$ cat config.mk
export PLATFORM = sky130hd
export DESIGN_NAME = tic_ctl
export DESIGN_NICKNAME = d
export VERILOG_FILES = /design/src/tic_pkg.sv /design/src/tic_ctl.sv
export SDC_FILE = /design/constraint.sdc
export NUM_CORES = 1
export LEC_CHECK = 0
export ABC_AREA = 1
export BUFFER_PORTS_ARGS = -buffer_cell sky130_fd_sc_hd__clkbuf_2
export CAP_MARGIN = 5
export CORE_MARGIN = 8
export CORE_UTILIZATION = 39
export DETAILED_ROUTE_END_ITERATION = 10
export PLACE_DENSITY = 0.67
export SETUP_SLACK_MARGIN = 0.3
export SYNTH_ARGS = -nofsm -noshare
export SYNTH_HDL_FRONTEND = slang
export SYNTH_SLANG_ARGS = --single-unit
$ cat constraint.sdc
create_clock -name ref_clk_i -period 1.32 [get_ports ref_clk_i]
set_input_delay 0.066 -clock ref_clk_i [delete_from_list [all_inputs] [get_ports ref_clk_i]]
set_output_delay 0.066 -clock ref_clk_i [all_outputs]
set_load 0.02 [all_outputs]
$ cat src/tic_pkg.sv
// constants for the test interrupt counter controller
package tic_pkg;
  // register selects, one per write-only byte register
  localparam logic [1:0] TIC_SEL_FAST_MASK = 2'h0;
  localparam logic [1:0] TIC_SEL_NORM_MASK = 2'h1;
  localparam logic [1:0] TIC_SEL_FAST_CNT = 2'h2;
  localparam logic [1:0] TIC_SEL_NORM_CNT = 2'h3;
  // mask bit positions
  localparam int TIC_BIT_PARALLEL = 0;
  localparam int TIC_BIT_SERIAL1 = 1;
  localparam int TIC_BIT_SERIAL2 = 2;
  localparam int TIC_BIT_NETWORK = 3;
  localparam int TIC_BIT_TIMER1 = 4;
  localparam int TIC_BIT_TIMER2 = 5;
  localparam int TIC_BIT_SOCKET = 6;
  localparam int TIC_BIT_COUNTER = 7;
  // counter values, mask reset value and read value
  localparam logic [7:0] TIC_CNT_IDLE = 8'hFF;
  localparam logic [7:0] TIC_CNT_ZERO = 8'h00;
  localparam logic [7:0] TIC_CNT_ONE = 8'h01;
  localparam logic [7:0] TIC_RST_VAL = 8'h00;
  localparam logic [7:0] TIC_READ_VAL = 8'h00;
endpackage

$ cat src/tic_ctl.sv
// test interrupt counter controller: masks, cycle counters, interrupt lines
// ---------------------------------------------------------------------------
// ---------------------------------------------------------------------------
`timescale 1ns/1ps
module tic_ctl
  import tic_pkg::*;
#(
  parameter int DATA_W = 8                // register width
) (
  input  wire logic ref_clk_i,            // bus clock, 40 MHz
  input  wire logic rst_n_i,              // synchronous reset, active low
  input  wire logic wr_i,                 // byte write strobe, one cycle
  input  wire logic rd_i,                 // byte read strobe
  input  wire logic [1:0] sel_i,          // register select
  input  wire logic [DATA_W-1:0] wdata_i, // write data
  output logic [DATA_W-1:0] rdata_o,      // read data, always zero
  input  wire logic socket_a_i,           // card socket A request
  input  wire logic socket_b_i,           // card socket B request
  input  wire logic timer2_i,             // interval timer channel 2
  input  wire logic timer1_i,             // interval timer channel 1
  input  wire logic network_i,            // network controller
  input  wire logic serial2_i,            // second serial port
  input  wire logic serial1_i,            // first serial port
  input  wire logic parallel_i,           // parallel printer port
  output logic norm_irq_o,                // normal interrupt, active high
  output logic fast_irq_o                 // fast interrupt, active high
);

  // ---------------------------------------------------------------------------
  // elaboration check
  // ---------------------------------------------------------------------------
  if (DATA_W != 8) begin : g_bad_width
    $error("tic_ctl serves byte registers only");
  end

  logic [7:0] norm_mask_q;
  logic [7:0] fast_mask_q;
  logic [7:0] norm_cnt_q;
  logic [7:0] fast_cnt_q;
  logic norm_pend_q;
  logic fast_pend_q;
  logic [6:0] src;
  logic [7:0] norm_vec;
  logic [7:0] fast_vec;
  logic norm_irq_q;
  logic fast_irq_q;
  logic wr_nmask;
  logic wr_fmask;
  logic wr_ncnt;
  logic wr_fcnt;

  // ---------------------------------------------------------------------------
  // write decode
  // ---------------------------------------------------------------------------
  assign wr_nmask = wr_i && (sel_i == TIC_SEL_NORM_MASK);
  assign wr_fmask = wr_i && (sel_i == TIC_SEL_FAST_MASK);
  assign wr_ncnt = wr_i && (sel_i == TIC_SEL_NORM_CNT);
  assign wr_fcnt = wr_i && (sel_i == TIC_SEL_FAST_CNT);

  // write-only registers: nothing is selected for reads, bus sees zero
  assign rdata_o = TIC_READ_VAL;

  // a read must never expose mask or counter contents
  read_zero_a: assert property (@(posedge ref_clk_i) disable iff (!rst_n_i)
    rd_i |-> rdata_o == TIC_READ_VAL)
    else $error("read returned data");

  // ---------------------------------------------------------------------------
  // source vector
  // ---------------------------------------------------------------------------
  always_comb begin
    src = '0;
    src[TIC_BIT_SOCKET] = socket_a_i | socket_b_i;
    src[TIC_BIT_TIMER2] = timer2_i;
    src[TIC_BIT_TIMER1] = timer1_i;
    src[TIC_BIT_NETWORK] = network_i;
    src[TIC_BIT_SERIAL2] = serial2_i;
    src[TIC_BIT_SERIAL1] = serial1_i;
    src[TIC_BIT_PARALLEL] = parallel_i;
  end

  // ---------------------------------------------------------------------------
  // masks
  // ---------------------------------------------------------------------------
  // contents are undefined to software; reset to zero for a clean simulation
  always_ff @(posedge ref_clk_i) begin
    if (!rst_n_i) begin
      norm_mask_q <= TIC_RST_VAL;
      fast_mask_q <= TIC_RST_VAL;
    end else begin
      if (wr_nmask) begin
        norm_mask_q <= wdata_i;
      end
      if (wr_fmask) begin
        fast_mask_q <= wdata_i;
      end
    end
  end

  // ---------------------------------------------------------------------------
  // cycle counters
  // ---------------------------------------------------------------------------
  // a write wins over the count; 0xFF is the idle hold value
  always_ff @(posedge ref_clk_i) begin
    if (!rst_n_i) begin
      norm_cnt_q <= TIC_CNT_IDLE;
    end else if (wr_ncnt) begin
      norm_cnt_q <= wdata_i;
    end else if (norm_cnt_q != TIC_CNT_IDLE) begin
      norm_cnt_q <= norm_cnt_q - TIC_CNT_ONE;
    end
  end

  // normal counter: load, step, wrap and idle hold
  norm_load_a: assert property (@(posedge ref_clk_i) disable iff (!rst_n_i)
    wr_ncnt |=> norm_cnt_q == $past(wdata_i))
    else $error("normal counter load wrong");

  norm_dec_a: assert property (@(posedge ref_clk_i) disable iff (!rst_n_i)
    (!wr_ncnt && norm_cnt_q != TIC_CNT_IDLE) |=> norm_cnt_q == $past(norm_cnt_q) - TIC_CNT_ONE)
    else $error("normal counter step wrong");

  norm_wrap_a: assert property (@(posedge ref_clk_i) disable iff (!rst_n_i)
    (norm_cnt_q == TIC_CNT_ZERO && !wr_ncnt) |=> norm_cnt_q == TIC_CNT_IDLE)
    else $error("normal counter did not wrap to idle");

  idle_hold_a: assert property (@(posedge ref_clk_i) disable iff (!rst_n_i)
    (norm_cnt_q == TIC_CNT_IDLE && !wr_ncnt)
      |=> norm_cnt_q == TIC_CNT_IDLE && ($stable(norm_pend_q) || !norm_pend_q))
    else $error("idle counter moved");

  // 0xFF parks the counter without ever passing through zero
  norm_quiet_a: assert property (@(posedge ref_clk_i) disable iff (!rst_n_i)
    (wr_ncnt && wdata_i == TIC_CNT_IDLE && norm_cnt_q != TIC_CNT_ZERO && !norm_pend_q)
      |=> norm_cnt_q == TIC_CNT_IDLE && !norm_pend_q)
    else $error("idle write raised a normal interrupt");

  norm_zero_a: assert property (@(posedge ref_clk_i) disable iff (!rst_n_i)
    (wr_ncnt && wdata_i == TIC_CNT_ZERO) |=> norm_cnt_q == TIC_CNT_ZERO ##1 norm_pend_q)
    else $error("normal zero load did not fire");

  always_ff @(posedge ref_clk_i) begin
    if (!rst_n_i) begin
      fast_cnt_q <= TIC_CNT_IDLE;
    end else if (wr_fcnt) begin
      fast_cnt_q <= wdata_i;
    end else if (fast_cnt_q != TIC_CNT_IDLE) begin
      fast_cnt_q <= fast_cnt_q - TIC_CNT_ONE;
    end
  end

  // fast counter: same checks as the normal one
  fast_load_a: assert property (@(posedge ref_clk_i) disable iff (!rst_n_i)
    wr_fcnt |=> fast_cnt_q == $past(wdata_i))
    else $error("fast counter load wrong");

  fast_dec_a: assert property (@(posedge ref_clk_i) disable iff (!rst_n_i)
    (!wr_fcnt && fast_cnt_q != TIC_CNT_IDLE) |=> fast_cnt_q == $past(fast_cnt_q) - TIC_CNT_ONE)
    else $error("fast counter step wrong");

  fast_wrap_a: assert property (@(posedge ref_clk_i) disable iff (!rst_n_i)
    (fast_cnt_q == TIC_CNT_ZERO && !wr_fcnt) |=> fast_cnt_q == TIC_CNT_IDLE)
    else $error("fast counter did not wrap to idle");

  fast_hold_a: assert property (@(posedge ref_clk_i) disable iff (!rst_n_i)
    (fast_cnt_q == TIC_CNT_IDLE && !wr_fcnt)
      |=> fast_cnt_q == TIC_CNT_IDLE && ($stable(fast_pend_q) || !fast_pend_q))
    else $error("idle fast counter moved");

  fast_quiet_a: assert property (@(posedge ref_clk_i) disable iff (!rst_n_i)
    (wr_fcnt && wdata_i == TIC_CNT_IDLE && fast_cnt_q != TIC_CNT_ZERO && !fast_pend_q)
      |=> fast_cnt_q == TIC_CNT_IDLE && !fast_pend_q)
    else $error("idle write raised a fast interrupt");

  fast_zero_a: assert property (@(posedge ref_clk_i) disable iff (!rst_n_i)
    (wr_fcnt && wdata_i == TIC_CNT_ZERO) |=> fast_cnt_q == TIC_CNT_ZERO ##1 fast_pend_q)
    else $error("fast zero load did not fire");

  // ---------------------------------------------------------------------------
  // pending counter interrupts
  // ---------------------------------------------------------------------------
  // set wins over a same-cycle clear so a terminal count is never lost
  always_ff @(posedge ref_clk_i) begin
    if (!rst_n_i) begin
      norm_pend_q <= 1'b0;
    end else if (norm_cnt_q == TIC_CNT_ZERO) begin
      norm_pend_q <= 1'b1;
    end else if (wr_nmask && wdata_i[TIC_BIT_COUNTER]) begin
      norm_pend_q <= 1'b0;
    end
  end

  // normal pending: set at zero, cleared only by a mask write with bit 7
  norm_set_a: assert property (@(posedge ref_clk_i) disable iff (!rst_n_i)
    norm_cnt_q == TIC_CNT_ZERO |=> norm_pend_q)
    else $error("normal pending not set at zero");

  norm_clr_a: assert property (@(posedge ref_clk_i) disable iff (!rst_n_i)
    (wr_nmask && wdata_i[TIC_BIT_COUNTER] && norm_cnt_q != TIC_CNT_ZERO) |=> !norm_pend_q)
    else $error("normal pending not cleared");

  norm_keep_a: assert property (@(posedge ref_clk_i) disable iff (!rst_n_i)
    (norm_cnt_q != TIC_CNT_ZERO && !(wr_nmask && wdata_i[TIC_BIT_COUNTER]))
      |=> $stable(norm_pend_q))
    else $error("normal pending changed on its own");

  always_ff @(posedge ref_clk_i) begin
    if (!rst_n_i) begin
      fast_pend_q <= 1'b0;
    end else if (fast_cnt_q == TIC_CNT_ZERO) begin
      fast_pend_q <= 1'b1;
    end else if (wr_fmask && wdata_i[TIC_BIT_COUNTER]) begin
      fast_pend_q <= 1'b0;
    end
  end

  // fast pending: set at zero, cleared only by a fast mask write with bit 7
  fast_set_a: assert property (@(posedge ref_clk_i) disable iff (!rst_n_i)
    fast_cnt_q == TIC_CNT_ZERO |=> fast_pend_q)
    else $error("fast pending not set at zero");

  fast_clr_a: assert property (@(posedge ref_clk_i) disable iff (!rst_n_i)
    (wr_fmask && wdata_i[TIC_BIT_COUNTER] && fast_cnt_q != TIC_CNT_ZERO) |=> !fast_pend_q)
    else $error("fast pending not cleared");

  fast_keep_a: assert property (@(posedge ref_clk_i) disable iff (!rst_n_i)
    (fast_cnt_q != TIC_CNT_ZERO && !(wr_fmask && wdata_i[TIC_BIT_COUNTER]))
      |=> $stable(fast_pend_q))
    else $error("fast pending changed on its own");

  // ---------------------------------------------------------------------------
  // output gating
  // ---------------------------------------------------------------------------
  assign norm_vec = {norm_pend_q, src} & norm_mask_q;
  assign fast_vec = {fast_pend_q, src} & fast_mask_q;

  // registered lines: one cycle of latency buys glitch-free outputs
  always_ff @(posedge ref_clk_i) begin
    if (!rst_n_i) begin
      norm_irq_q <= 1'b0;
      fast_irq_q <= 1'b0;
    end else begin
      norm_irq_q <= |norm_vec;
      fast_irq_q <= |fast_vec;
    end
  end

  assign norm_irq_o = norm_irq_q;
  assign fast_irq_o = fast_irq_q;

  // each line is the registered OR of its enabled sources
  fast_gate_a: assert property (@(posedge ref_clk_i) disable iff (!rst_n_i)
    norm_irq_o == $past(|norm_vec) && fast_irq_o == $past(|fast_vec))
    else $error("interrupt line mismatch");

  norm_line_a: assert property (@(posedge ref_clk_i) disable iff (!rst_n_i)
    (norm_pend_q && norm_mask_q[TIC_BIT_COUNTER]) |=> norm_irq_o)
    else $error("pending normal count not shown");

  fast_line_a: assert property (@(posedge ref_clk_i) disable iff (!rst_n_i)
    (fast_pend_q && fast_mask_q[TIC_BIT_COUNTER]) |=> fast_irq_o)
    else $error("pending fast count not shown");

  norm_block_a: assert property (@(posedge ref_clk_i) disable iff (!rst_n_i)
    (norm_mask_q == '0) |=> !norm_irq_o)
    else $error("blocked normal line raised");

  fast_block_a: assert property (@(posedge ref_clk_i) disable iff (!rst_n_i)
    (fast_mask_q == '0) |=> !fast_irq_o)
    else $error("blocked fast line raised");

  // either socket alone must reach both lines through bit 6
  socket_or_a: assert property (@(posedge ref_clk_i) disable iff (!rst_n_i)
    (norm_mask_q[TIC_BIT_SOCKET] && (socket_a_i || socket_b_i)) |=> norm_irq_o)
    else $error("socket request not routed");

  fast_sock_a: assert property (@(posedge ref_clk_i) disable iff (!rst_n_i)
    (fast_mask_q[TIC_BIT_SOCKET] && (socket_a_i || socket_b_i)) |=> fast_irq_o)
    else $error("socket request not routed to fast line");

  // per-source routing, one pair of checks for each plain source bit
  for (genvar g = 0; g < TIC_BIT_COUNTER; g++) begin : g_route
    norm_route_a: assert property (@(posedge ref_clk_i) disable iff (!rst_n_i)
      (norm_mask_q[g] && src[g]) |=> norm_irq_o)
      else $error("enabled source missing on normal line");
    fast_route_a: assert property (@(posedge ref_clk_i) disable iff (!rst_n_i)
      (fast_mask_q[g] && src[g]) |=> fast_irq_o)
      else $error("enabled source missing on fast line");
  end

endmodule

# Word-level counts from Yosys, hierarchy flattened
# Index checks and enable logic that the tools add are counted.
[word_totals]
reg_bits = 36
output_inout_bits = 10
word_cells = 41
[op_classes]
add_sub_neg = 2
eq_ne = 5
mux = 8
n_bitwise = 3
n_reduce_logical = 15
[ops]
columns = ["op", "n"]
rows = [
  ["$mux W8", 4],
  ["$and A8 B8 Y8", 2],
  ["$logic_not A8 Y1", 2],
  ["$ne A8 B8 Y1 const B", 2],
  ["$reduce_or A8 Y1", 2],
  ["$sub A8 B1 Y8 const B", 2],
  ["$reduce_bool A2 Y1", 4],
  ["$logic_and A1 B1 Y1", 6],
  ["$eq A2 B2 Y1 const B", 2],
  ["$mux W1", 4],
  ["$eq A2 B1 Y1 const B", 1],
  ["$logic_not A2 Y1", 1],
  ["$or A1 B1 Y1", 1],
]

# Depth between registers and ports, before layout
# Gate-level depths: netlist of the first run.
[logic_depth]
ltp_word = 5
depth_mapped = 8
ltp_nobuf = 8

# Worst setup path after synthesis of the first run
# Ideal clock, no wire load.
[synth_timing]
kind = "register to register"
startpoint = "reg norm_cnt_q[0]"
endpoint = "reg norm_cnt_q[2]"
setup_ps = 133
arrival_time_ps = 953
required_time_ps = 1187
slack_ps = 234
path_stages_with_launch = 7
path_buffers = 0
synth_period_minus_slack_ps = 1086
cell_sequence = "dfxtp_1 inv_1 ha_1 inv_1 nor2_1 o21ai_0 nand4_1"
[synth_via]
elab_chain_cells = 3
[synth_rtl]
columns = ["item", "line_no", "source"]
rows = [
  ["start: declaration", "tic_ctl.sv:38", "logic [7:0] norm_cnt_q;"],
  ["start signal: assignment", "tic_ctl.sv:108", "norm_cnt_q <= wdata_i;"],
  ["start signal: assignment", "tic_ctl.sv:110", "norm_cnt_q <= norm_cnt_q - TIC_CNT_ONE;"],
  ["$sub A8 B1 Y8", "tic_ctl.sv:110", ""],
  ["$mux W8", "tic_ctl.sv:109", "end else if (norm_cnt_q != TIC_CNT_IDLE) begin"],
  ["$mux W8", "tic_ctl.sv:107", "end else if (wr_ncnt) begin"],
]
# Parallel ways exist; a longest one is shown, timed or not. The select of a mux whose other input is x is not followed.
# A chain may end at the register's enable or synchronous reset.

# Worst setup path after layout of the first run
[layout_timing]
startpoint = "reg fast_cnt_q[1]"
endpoint = "reg fast_cnt_q[1]"
[layout_via]
elab_chain_cells = 3
[layout_rtl]
columns = ["item", "line_no", "source"]
rows = [
  ["start: declaration", "tic_ctl.sv:39", "logic [7:0] fast_cnt_q;"],
  ["start signal: assignment", "tic_ctl.sv:146", "fast_cnt_q <= wdata_i;"],
  ["start signal: assignment", "tic_ctl.sv:148", "fast_cnt_q <= fast_cnt_q - TIC_CNT_ONE;"],
  ["$sub A8 B1 Y8", "tic_ctl.sv:148", ""],
  ["$mux W8", "tic_ctl.sv:147", "end else if (fast_cnt_q != TIC_CNT_IDLE) begin"],
  ["$mux W8", "tic_ctl.sv:145", "end else if (wr_fcnt) begin"],
]
# Parallel ways exist; a longest one is shown, timed or not. The select of a mux whose other input is x is not followed.

==> results of run 1 <==
## layout make-up
type	count	area, sq um
fill	479	2316
multi-input combinational	207	1181
sequential	36	745.7
timing repair buffer	32	188.9
inverter	31	127.6
tap	67	83.83
clock buffer	5	68.82
clock inverter	3	42.54
## critical path, stage by stage (launching register included)
cell	delay (ns)
dfxtp_4	0.39
ha_4	0.13
inv_2	0.04
nor2_4	0.11
nand3_4	0.12
nand3_2	0.09
o211ai_1	0.07
## cells in the mapped netlist
library cell / number / area share
nand4_1: 5 / 0.016
o211ai_1: 3 / 0.012
o211ai_2: 1 / 0.0065
o21bai_1: 2 / 0.0078
nand2_2: 3 / 0.0098
buf_1: 1 / 0.0020
buf_4: 9 / 0.035
nand3_2: 4 / 0.021
nand3_4: 1 / 0.0091
nor2_1: 41 / 0.080
inv_1: 27 / 0.053
ha_1: 6 / 0.039
o21ai_0: 18 / 0.047
inv_2: 3 / 0.0059
a21oi_1: 8 / 0.021
dfxtp_1: 36 / 0.37
o21ai_1: 6 / 0.016
a21oi_2: 3 / 0.014
conb_1: 1 / 0.0020
buf_6: 1 / 0.0059
a31oi_1: 2 / 0.0065
nor3_2: 2 / 0.010
nand3_1: 25 / 0.065
clkbuf_1: 2 / 0.0039
nand2_1: 69 / 0.13
clkinv_2: 1 / 0.0026
## cell families after synthesis
group	Yosys count	synth area share
AO/OA/AOI/OAI	43	0.1296
adder cells (fa/ha/maj)	6	0.03906
flip-flops	36	0.3750
other	1	0.001951
buffers and inverters	44	0.1081
AND/OR/NAND/NOR	150	0.3464
## power by group through the flow
stage | clock (uW) | sequential (uW) | combinational [uW]
after global placement | 0 | 1290 | 616
after global routing | 1040 | 1350 | 1000
after CTS | 991 | 1280 | 665
after detailed placement | 0 | 1290 | 618
after floorplan | 0 | 1280 | 485
final | 980 | 1340 | 891
## metrics by stage
step           cell area, sq um  instances  worst slack [ns]  power [uW]
2_1_floorplan              1966        287            0.2990        1766
3_3_place_gp               2100        367            0.2227        1907
3_5_place_dp               2100        367            0.2027        1910
4_1_cts                    2246        377            0.2456        2932
5_1_grt                    2439        381            0.1646        3394
6_report                   2439        381            0.2427        3208
## registers in the layout (all words and copies together) (netlist names)
signal / flops
fast_cnt_q: 8
fast_mask_q: 8
norm_cnt_q: 8
norm_mask_q: 8
fast_irq_o: 1
fast_pend_q: 1
norm_irq_o: 1
norm_pend_q: 1
## layer usage
layer  wire length [microns]  track usage  share of wire
met3                     281      0.03497          0.059
met1                    2201       0.1680           0.46
met4                      36      0.03756         0.0076
met5                       0            0              0
met2                    2239       0.2120           0.47
## how the worst min path moves through the flow
stage	startpoint	endpoint	slack [ns]	cells after the start
floorplan	wdata_i[6]	fast_cnt_q[6]$_SDFFE_PN1P_	0.17	2
global placement	wdata_i[6]	fast_cnt_q[6]$_SDFFE_PN1P_	0.35	3
detailed placement	timer1_i	norm_irq_o$_SDFF_PN0_	0.35	3
CTS	timer1_i	norm_irq_o$_SDFF_PN0_	0.04	3
global route	timer1_i	fast_irq_o$_SDFF_PN0_	0.06	3
finish	timer1_i	norm_irq_o$_SDFF_PN0_	0.04	3
## timing repair
| action | CTS | global route |
|---|---|---|
| buffers inserted | 2 | 4 |
| endpoints found under the setup margin | 17 | 18 |
| pin swaps | 5 | 19 |
| gates resized for setup | 9 | 57 |
==> metrics.txt, run 1 <==
status finished clean; worst hold path type in2reg; Flop pwr share 0.417; cts hold-fix bufs 0; final setup violation count 0; fin crit share 0.8162; Slew Viols, Final 0; CTS tree built; IO Pins 32; htree depth 2; Syn. warnings 0; synthesis-stage register bit count 36; die span in x 86.20 microns; clock sink count 36; Post-DP HPWL 3.427 mm; number of diodes 0; Nets 341; WL/cell 12.49 microns; Post-Route WL 4.758 mm; first-pass GRT wire length 7.879 mm; reg2reg start fast_cnt_q[1]$_SDFFE_PN1P_; power per cell area 1315 mW/mm^2; Cells after Synth 280; router iterations before antenna repair 4; worst vdd ir 0.7706 mV; Clock power frac 0.306; maximum net fanout on the critical path 6; Placement Rows 25; P&R area growth vs syn 26.89%; P_sw 1061 uW; Critical Path Start fast_cnt_q[1]$_SDFFE_PN1P_; RR Endpoint fast_cnt_q[1]$_SDFFE_PN1P_; Seq/Total Area, Yosys 0.3750; final hold slack 0.03893 ns; fmax 928.2 MHz; initial antenna violation count 0; DIE AREA 0.007430 sq mm; Initial Utilization 0.4042; Via-to-Cell Ratio 4.785; clock buffer count from CTS 5; Sw Ratio 0.3309; CP startpoint kind flop; most common cell after layout, fill and taps aside nand2_1; MaxCap Viol Count 0; Overall Global Routing Usage 0.1317; share of layout cells above drive strength 1 0.3408; minimum clock period 1.077 ns; largest net degree at the start of global routing 17; Critical Path AT 1.23 ns; crit path kind reg2reg; Critical Path End Type flop; total number of vias 1823; Static Leak 0.001135 uW; syn_area_per_cell 6.864 sq um; final design utilization 0.5129; final setup TNS 0 ns; global route total overflow 0; clock-pin transition on the worst setup and hold timing paths 0.08 ns; Post-DRT Antenna Nets 0; most frequent cells in the layout nand2_1, nor2_1, dfxtp_1; endpoints failing hold 0; die height 86.20 microns; DRC Markers 0; GP Congestion 0.8319; number of global-route vias before repair 1766; root buffer cell clkbuf_8; clock skew after layout 0.002640 ns; CP Data Required Time 1.48 ns; logic gate share of total power 0.278; R2R setup slack 0.24 ns; Max Root-Sink Buffers 2; RSZ-0062 raised after global routing yes; Cell Int Power 2146 uW; DR iter-0 viols 156; synthesized cell area 0.001922 sq mm; core area 0.004755 sq mm; Reg2Reg Depth 6; I/O Buffers 22; clk_lat worst skew 0.29 ns; synth unique cells 26; capture point of the critical path fast_cnt_q[1]$_SDFFE_PN1P_
No activity file was read; power rests on OpenSTA's default activity.
==> run 2, diff against run 1 <==
clock period = 1.1 ns   (was 1.32 ns; I/O delays follow)
==> run 2 against run 1 <==
- sequential power increased by 19%
- combinational power increased by 19%
- sequential share of layout area decreased by 0.87 points
- clock power increased by 19%
- cell count increased by 0.52%
- critical path type unchanged
- critical endpoint is now norm_cnt_q[1]$_SDFFE_PN1P_
- highest routed layer unchanged
==> metrics.txt, run 2 (synthesis results as in run 1) <==
hold depth 3 (unchanged); htree depth 2 (unchanged); IO Pins 32 (unchanged); GP Congestion 0.8148 (-2.1%); worst vdd ir 0.8987 mV (+17%); minimum clock period 1.082 ns (+0.004569 ns); DIE AREA 0.007430 sq mm (unchanged); fill count 447 (-6.7%); clock sink count 36 (unchanged); total number of vias 1847 (+1.3%); reg2reg start norm_cnt_q[2]$_SDFFE_PN1P_; most common cell after layout, fill and taps aside nand2_1; Worst path slowest cell dfxtp_2; status finished clean; R2R setup slack 0.02 ns (-0.22 ns); CTS tree built; Critical Path AT 1.26 ns (+0.03 ns); power per cell area 1512 mW/mm^2 (+15%); Static Leak 0.001187 uW (+4.6%); Via-to-Cell Ratio 4.822 (+0.79%); maximum net fanout on the critical path 5 (-1); number of diodes 0 (unchanged); clock buffer count from CTS 5 (unchanged); Critical Path End Type flop; Reg2Reg Depth 5 (-1); CP startpoint kind flop; WL/cell 12.80 microns (+2.5%); Critical Path, Cell by Cell nand2_1 > nor2_4 > nand3_4 > nand3_2 > o211ai_2; Max Root-Sink Buffers 2 (unchanged); first-pass GRT wire length 7.445 mm (-5.5%); RR Endpoint norm_cnt_q[1]$_SDFFE_PN1P_; MaxCap Viol Count 0 (unchanged); DR iter-0 viols 78 (-50%); Initial Utilization 0.4042 (unchanged); largest net degree at the start of global routing 16 (-1); root buffer cell clkbuf_8; Nets 343 (+0.59%); CP max stage delay 0.42 ns (+0.03 ns); RSZ-0062 raised after global routing yes; router iterations before antenna repair 4 (unchanged); global route total overflow 0 (unchanged); Post-Route WL 4.903 mm (+3.0%); final setup violation count 0 (unchanged); I/O Buffers 22 (unchanged); worst hold path type in2reg; die height 86.20 microns (unchanged); Pwr Total 3834 uW (+20%); initial antenna violation count 0 (unchanged); core area 0.004755 sq mm (unchanged); DRC Markers 0 (unchanged); Hold EP fast_irq_o$_SDFF_PN0_; CP Data Required Time 1.28 ns (-0.20 ns); P&R area growth vs syn 31.90%; Placement Rows 25 (unchanged); Overall Global Routing Usage 0.1254 (-0.006328); number of global-route vias before repair 1668 (-5.5%); cts hold-fix bufs 0 (unchanged); Post-DRT Antenna Nets 0 (unchanged); share of layout cells above drive strength 1 0.4019 (+0.06113); clk_lat worst skew 0.29 ns (about the same); die span in x 86.20 microns (unchanged); most frequent cells in the layout nand2_1, nor2_1, clkbuf_2; final hold slack 0.01763 ns (-0.02129 ns); clock-pin transition on the worst setup and hold timing paths 0.08 ns (about the same); endpoints failing hold 0 (unchanged); crit path kind reg2reg; clock skew after layout 0.005740 ns (+0.003100 ns); fin crit share 0.9836 (+0.1674); hold path start timer1_i; fmax 924.3 MHz (-0.42%); Slew Viols, Final 0 (unchanged); Post-DP HPWL 3.520 mm (+2.7%)
==> run 2: cell types whose count changed in the layout (fill, tap and decap cells not counted), sizes merged <==
cell / previous run / this run
buf: 10 / 14
clkbuf: 27 / 25
==> run 2: power breakdown <==
part | internal [uW] | switching, uW
logic | 438 | 626
registers | 1450 | 150
clock network | 671 | 501
total | 2560 | 1280
==> run 2: final cells by class <==
cell class | count | area [sq um] | share of cell area
tap | 67 | 83.83 | 0.03307
inverter | 31 | 130.1 | 0.05133
sequential | 36 | 753.2 | 0.2971
clock buffer | 5 | 68.82 | 0.02715
multi-input combinational | 207 | 1220 | 0.4812
timing repair buffer | 34 | 236.5 | 0.09329
clock inverter | 3 | 42.54 | 0.01678
==> run 2: worst max path at each step <==
stage / start / to
after floorplan: fast_cnt_q[0]$_SDFFE_PN1P_ / fast_cnt_q[1]$_SDFFE_PN1P_
after global placement: fast_cnt_q[0]$_SDFFE_PN1P_ / fast_cnt_q[1]$_SDFFE_PN1P_
after detailed placement: fast_cnt_q[0]$_SDFFE_PN1P_ / fast_cnt_q[1]$_SDFFE_PN1P_
after CTS: fast_cnt_q[0]$_SDFFE_PN1P_ / fast_cnt_q[1]$_SDFFE_PN1P_
after global routing: fast_cnt_q[1]$_SDFFE_PN1P_ / fast_cnt_q[1]$_SDFFE_PN1P_
final: norm_cnt_q[2]$_SDFFE_PN1P_ / norm_cnt_q[1]$_SDFFE_PN1P_
==> run 2: routing by layer <==
layer	track usage	up-vias	wire (microns)
met2	0.2057	51	2316
li1	-	954	-
met1	0.1556	835	2297
met3	0.03403	7	237
met5	0	-	0
met4	0.03756	0	52
==> run 2: worst max-delay path: cells and delay by family (launching register included) <==
kind / cells / cell delay (ns)
AOI/OAI and AO/OA: 1 / 0.07
DFF: 1 / 0.42
and+or+nand+nor: 4 / 0.49
==> run 2: per-stage QoR <==
step           area [sq um]  instances  setup WS [ns]  setup TNS, ns  utilization
2_1_floorplan          2006        287         0.1208              0            -
3_3_place_gp           2182        371        0.04706              0       0.4589
3_5_place_dp           2182        371        0.02705              0       0.4589
4_1_cts                2364        381        0.03196              0       0.4971
5_1_grt                2535        383       -0.02964        -0.1155       0.5332
6_report               2535        383        0.01808              0       0.5332
==> run 2: repair_timing <==
action                     4_1_cts  5_1_grt
resized for setup               19       56
buffers inserted                 2        2
pin swaps                        7       15
hold endpoints to repair         0        0
setup endpoints to repair       21       22
==> run 3, diff against run 2 <==
CELL_PAD_IN_SITES_DETAIL_PLACEMENT = 1   (was default)
CELL_PAD_IN_SITES_GLOBAL_PLACEMENT = 1   (was default)
PLACE_DENSITY = 0.86   (was 0.67)
==> run 3 against run 2 <==
- the run now ends with negative setup slack left
- non-clock buffer count increased by 4
- global-route usage increased by 3.7 points
- register-to-register slack worse by 0.097 ns
- critical path type unchanged
- largest cell class unchanged
- largest power group unchanged
==> metrics.txt, run 3 (synthesis results as in run 1) <==
status complete, but fails checks; failing checks negative setup slack; hold depth 3 (unchanged); maximum net fanout on the critical path 5 (unchanged); Via-to-Cell Ratio 5.124 (+6.3%); logic gate share of total power 0.314 (+0.036); total number of vias 1983 (+7.4%); CTS tree built; power per cell area 1557 mW/mm^2 (+2.9%); fin crit share 1.072 (+0.08854); MaxCap Viol Count 0 (unchanged); Sw Ratio 0.3549 (+0.02179); CP startpoint kind flop; final setup margin -0.07931 ns (-0.09739 ns); RR Endpoint norm_cnt_q[0]$_SDFFE_PN1P_; fmax 848.0 MHz (-8.3%); DRC Markers 0 (unchanged); router iterations before antenna repair 4 (unchanged); Cell Int Power 2678 uW (+4.7%); Max Root-Sink Buffers 2 (unchanged); worst vdd ir 0.8590 mV (-4.4%); number of diodes 0 (unchanged); Initial Utilization 0.4042 (unchanged); root buffer cell clkbuf_8; htree depth 2 (unchanged); final hold slack 0.03050 ns (+0.01287 ns); Critical Path Start norm_cnt_q[6]$_SDFFE_PN1P_; core area 0.004755 sq mm (unchanged); crit path kind reg2reg; most common cell after layout, fill and taps aside nand2_1; Post-DRT Antenna Nets 0 (unchanged); die height 86.20 microns (unchanged); initial antenna violation count 0 (unchanged); Static Leak 0.001246 uW (+4.9%); final setup violation count 5 (+5); Post-DP HPWL 4.234 mm (+20%); clock skew after layout 0.008230 ns (+0.002490 ns); DR iter-0 viols 82 (+5.1%); die span in x 86.20 microns (unchanged); DIE AREA 0.007430 sq mm (unchanged); endpoints failing hold 0 (unchanged); I/O Buffers 22 (unchanged); P&R area growth vs syn 38.74%; area of the multi-input gates 0.001306 sq mm (+7.1%); WL/cell 16.81 microns (+31%); Slew Viols, Final 0 (unchanged); RSZ-0062 raised after global routing yes; worst hold path type in2reg; clock sink count 36 (unchanged); Overall Global Routing Usage 0.1628 (+0.03747); largest net degree at the start of global routing 18 (+2); clk_lat worst skew 0.29 ns (about the same); clock-pin transition on the worst setup and hold timing paths 0.08 ns (about the same); Critical Path AT 1.32 ns (+0.06 ns); capture point of the critical path norm_cnt_q[0]$_SDFFE_PN1P_; R2R setup slack -0.08 ns (-0.10 ns); Critical Path End Type flop; P_sw 1473 uW (+15%); fill count 616 (+38%); Flop pwr share 0.401 (-0.016); clock buffer count from CTS 5 (unchanged); Reg2Reg Depth 5 (unchanged); Placement Rows 25 (unchanged); most frequent cells in the layout nand2_1, nor2_1, clkbuf_2; reg2reg start norm_cnt_q[6]$_SDFFE_PN1P_; Clock power frac 0.285 (-0.021); minimum clock period 1.179 ns (+0.09739 ns); first-pass GRT wire length 9.653 mm (+30%); GP Congestion 0.8069 (-0.97%); global route total overflow 0 (unchanged); IO Pins 32 (unchanged); Pwr Total 4151 uW (+8.3%); Post-Route WL 6.506 mm (+33%); CP Data Required Time 1.24 ns (-0.04 ns); number of global-route vias before repair 2065 (+24%); Reg area 765.7 sq um (+1.7%); Nets 347 (+1.2%); cts hold-fix bufs 0 (unchanged); share of layout cells above drive strength 1 0.4656 (+0.06373)
==> run 3: changes by cell type in the layout (fill, tap and decap cells not counted), sizes merged <==
| cell | delta |
|---|---|
| buf | +4 |
==> run 3: worst min path at each step <==
| stage | startpoint | end | slack [ns] |
|---|---|---|---|
| 5_1_grt | timer1_i | fast_irq_o$_SDFF_PN0_ | 0.06 |
| 3_3_place_gp | timer1_i | fast_irq_o$_SDFF_PN0_ | 0.35 |
| 2_1_floorplan | wdata_i[6] | fast_cnt_q[6]$_SDFFE_PN1P_ | 0.16 |
| 4_1_cts | timer1_i | fast_irq_o$_SDFF_PN0_ | 0.01 |
| 3_5_place_dp | timer1_i | fast_irq_o$_SDFF_PN0_ | 0.35 |
| 6_report | timer1_i | norm_irq_o$_SDFF_PN0_ | 0.03 |
==> run 3: power groups by stage <==
stage               registers (uW)  clock network (uW)  logic (uW)
finish                        1660                1180        1300
global route                  1680                1250        1410
CTS                           1600                1210        1030
detailed placement            1570                   0         855
global placement              1560                   0         812
floorplan                     1550                   0         632
==> run 3: metal layers <==
layer / up-vias / track usage / share of wire / routed length [microns]
met4: 0 / 0.03912 / 0.012 / 78
li1: 966 / - / - / -
met5: - / 0 / 0 / 0
met1: 965 / 0.1822 / 0.41 / 2660
met3: 9 / 0.03497 / 0.038 / 248
met2: 43 / 0.3037 / 0.54 / 3518
==> run 3: cell type report <==
type / instances / share of cell area
multi-input combinational: 207 / 0.4899
sequential: 36 / 0.2872
timing repair buffer: 38 / 0.09526
inverter: 31 / 0.05443
tap: 67 / 0.03144
clock buffer: 5 / 0.02581
clock inverter: 3 / 0.01595
==> run 3: worst max-delay path, stage by stage (launching register included) <==
cell and delay, ns:
dfxtp_1 0.43, nand2_1 0.13, nor2_2 0.18, nand3_4 0.13, nand2_2 0.08, o211ai_1 0.09
==> run 3: through the flow <==
step / TNS [ns] / utilization / area, sq um / setup WS, ns / std cells
2_1_floorplan: 0 / - / 2006 / 0.1208 / 287
3_3_place_gp: 0 / 0.4563 / 2170 / 0.04806 / 371
3_5_place_dp: -0.009642 / 0.4563 / 2170 / -0.007531 / 371
4_1_cts: 0 / 0.5097 / 2424 / 0.01111 / 383
5_1_grt: -0.6298 / 0.5608 / 2666 / -0.1308 / 387
6_report: -0.2069 / 0.5608 / 2666 / -0.07931 / 387
==> run 3: what timing repair did <==
action	in CTS	in global routing
buffers inserted	4	4
resized for setup	41	70
pin swaps	16	26
setup endpoints to repair	22	25
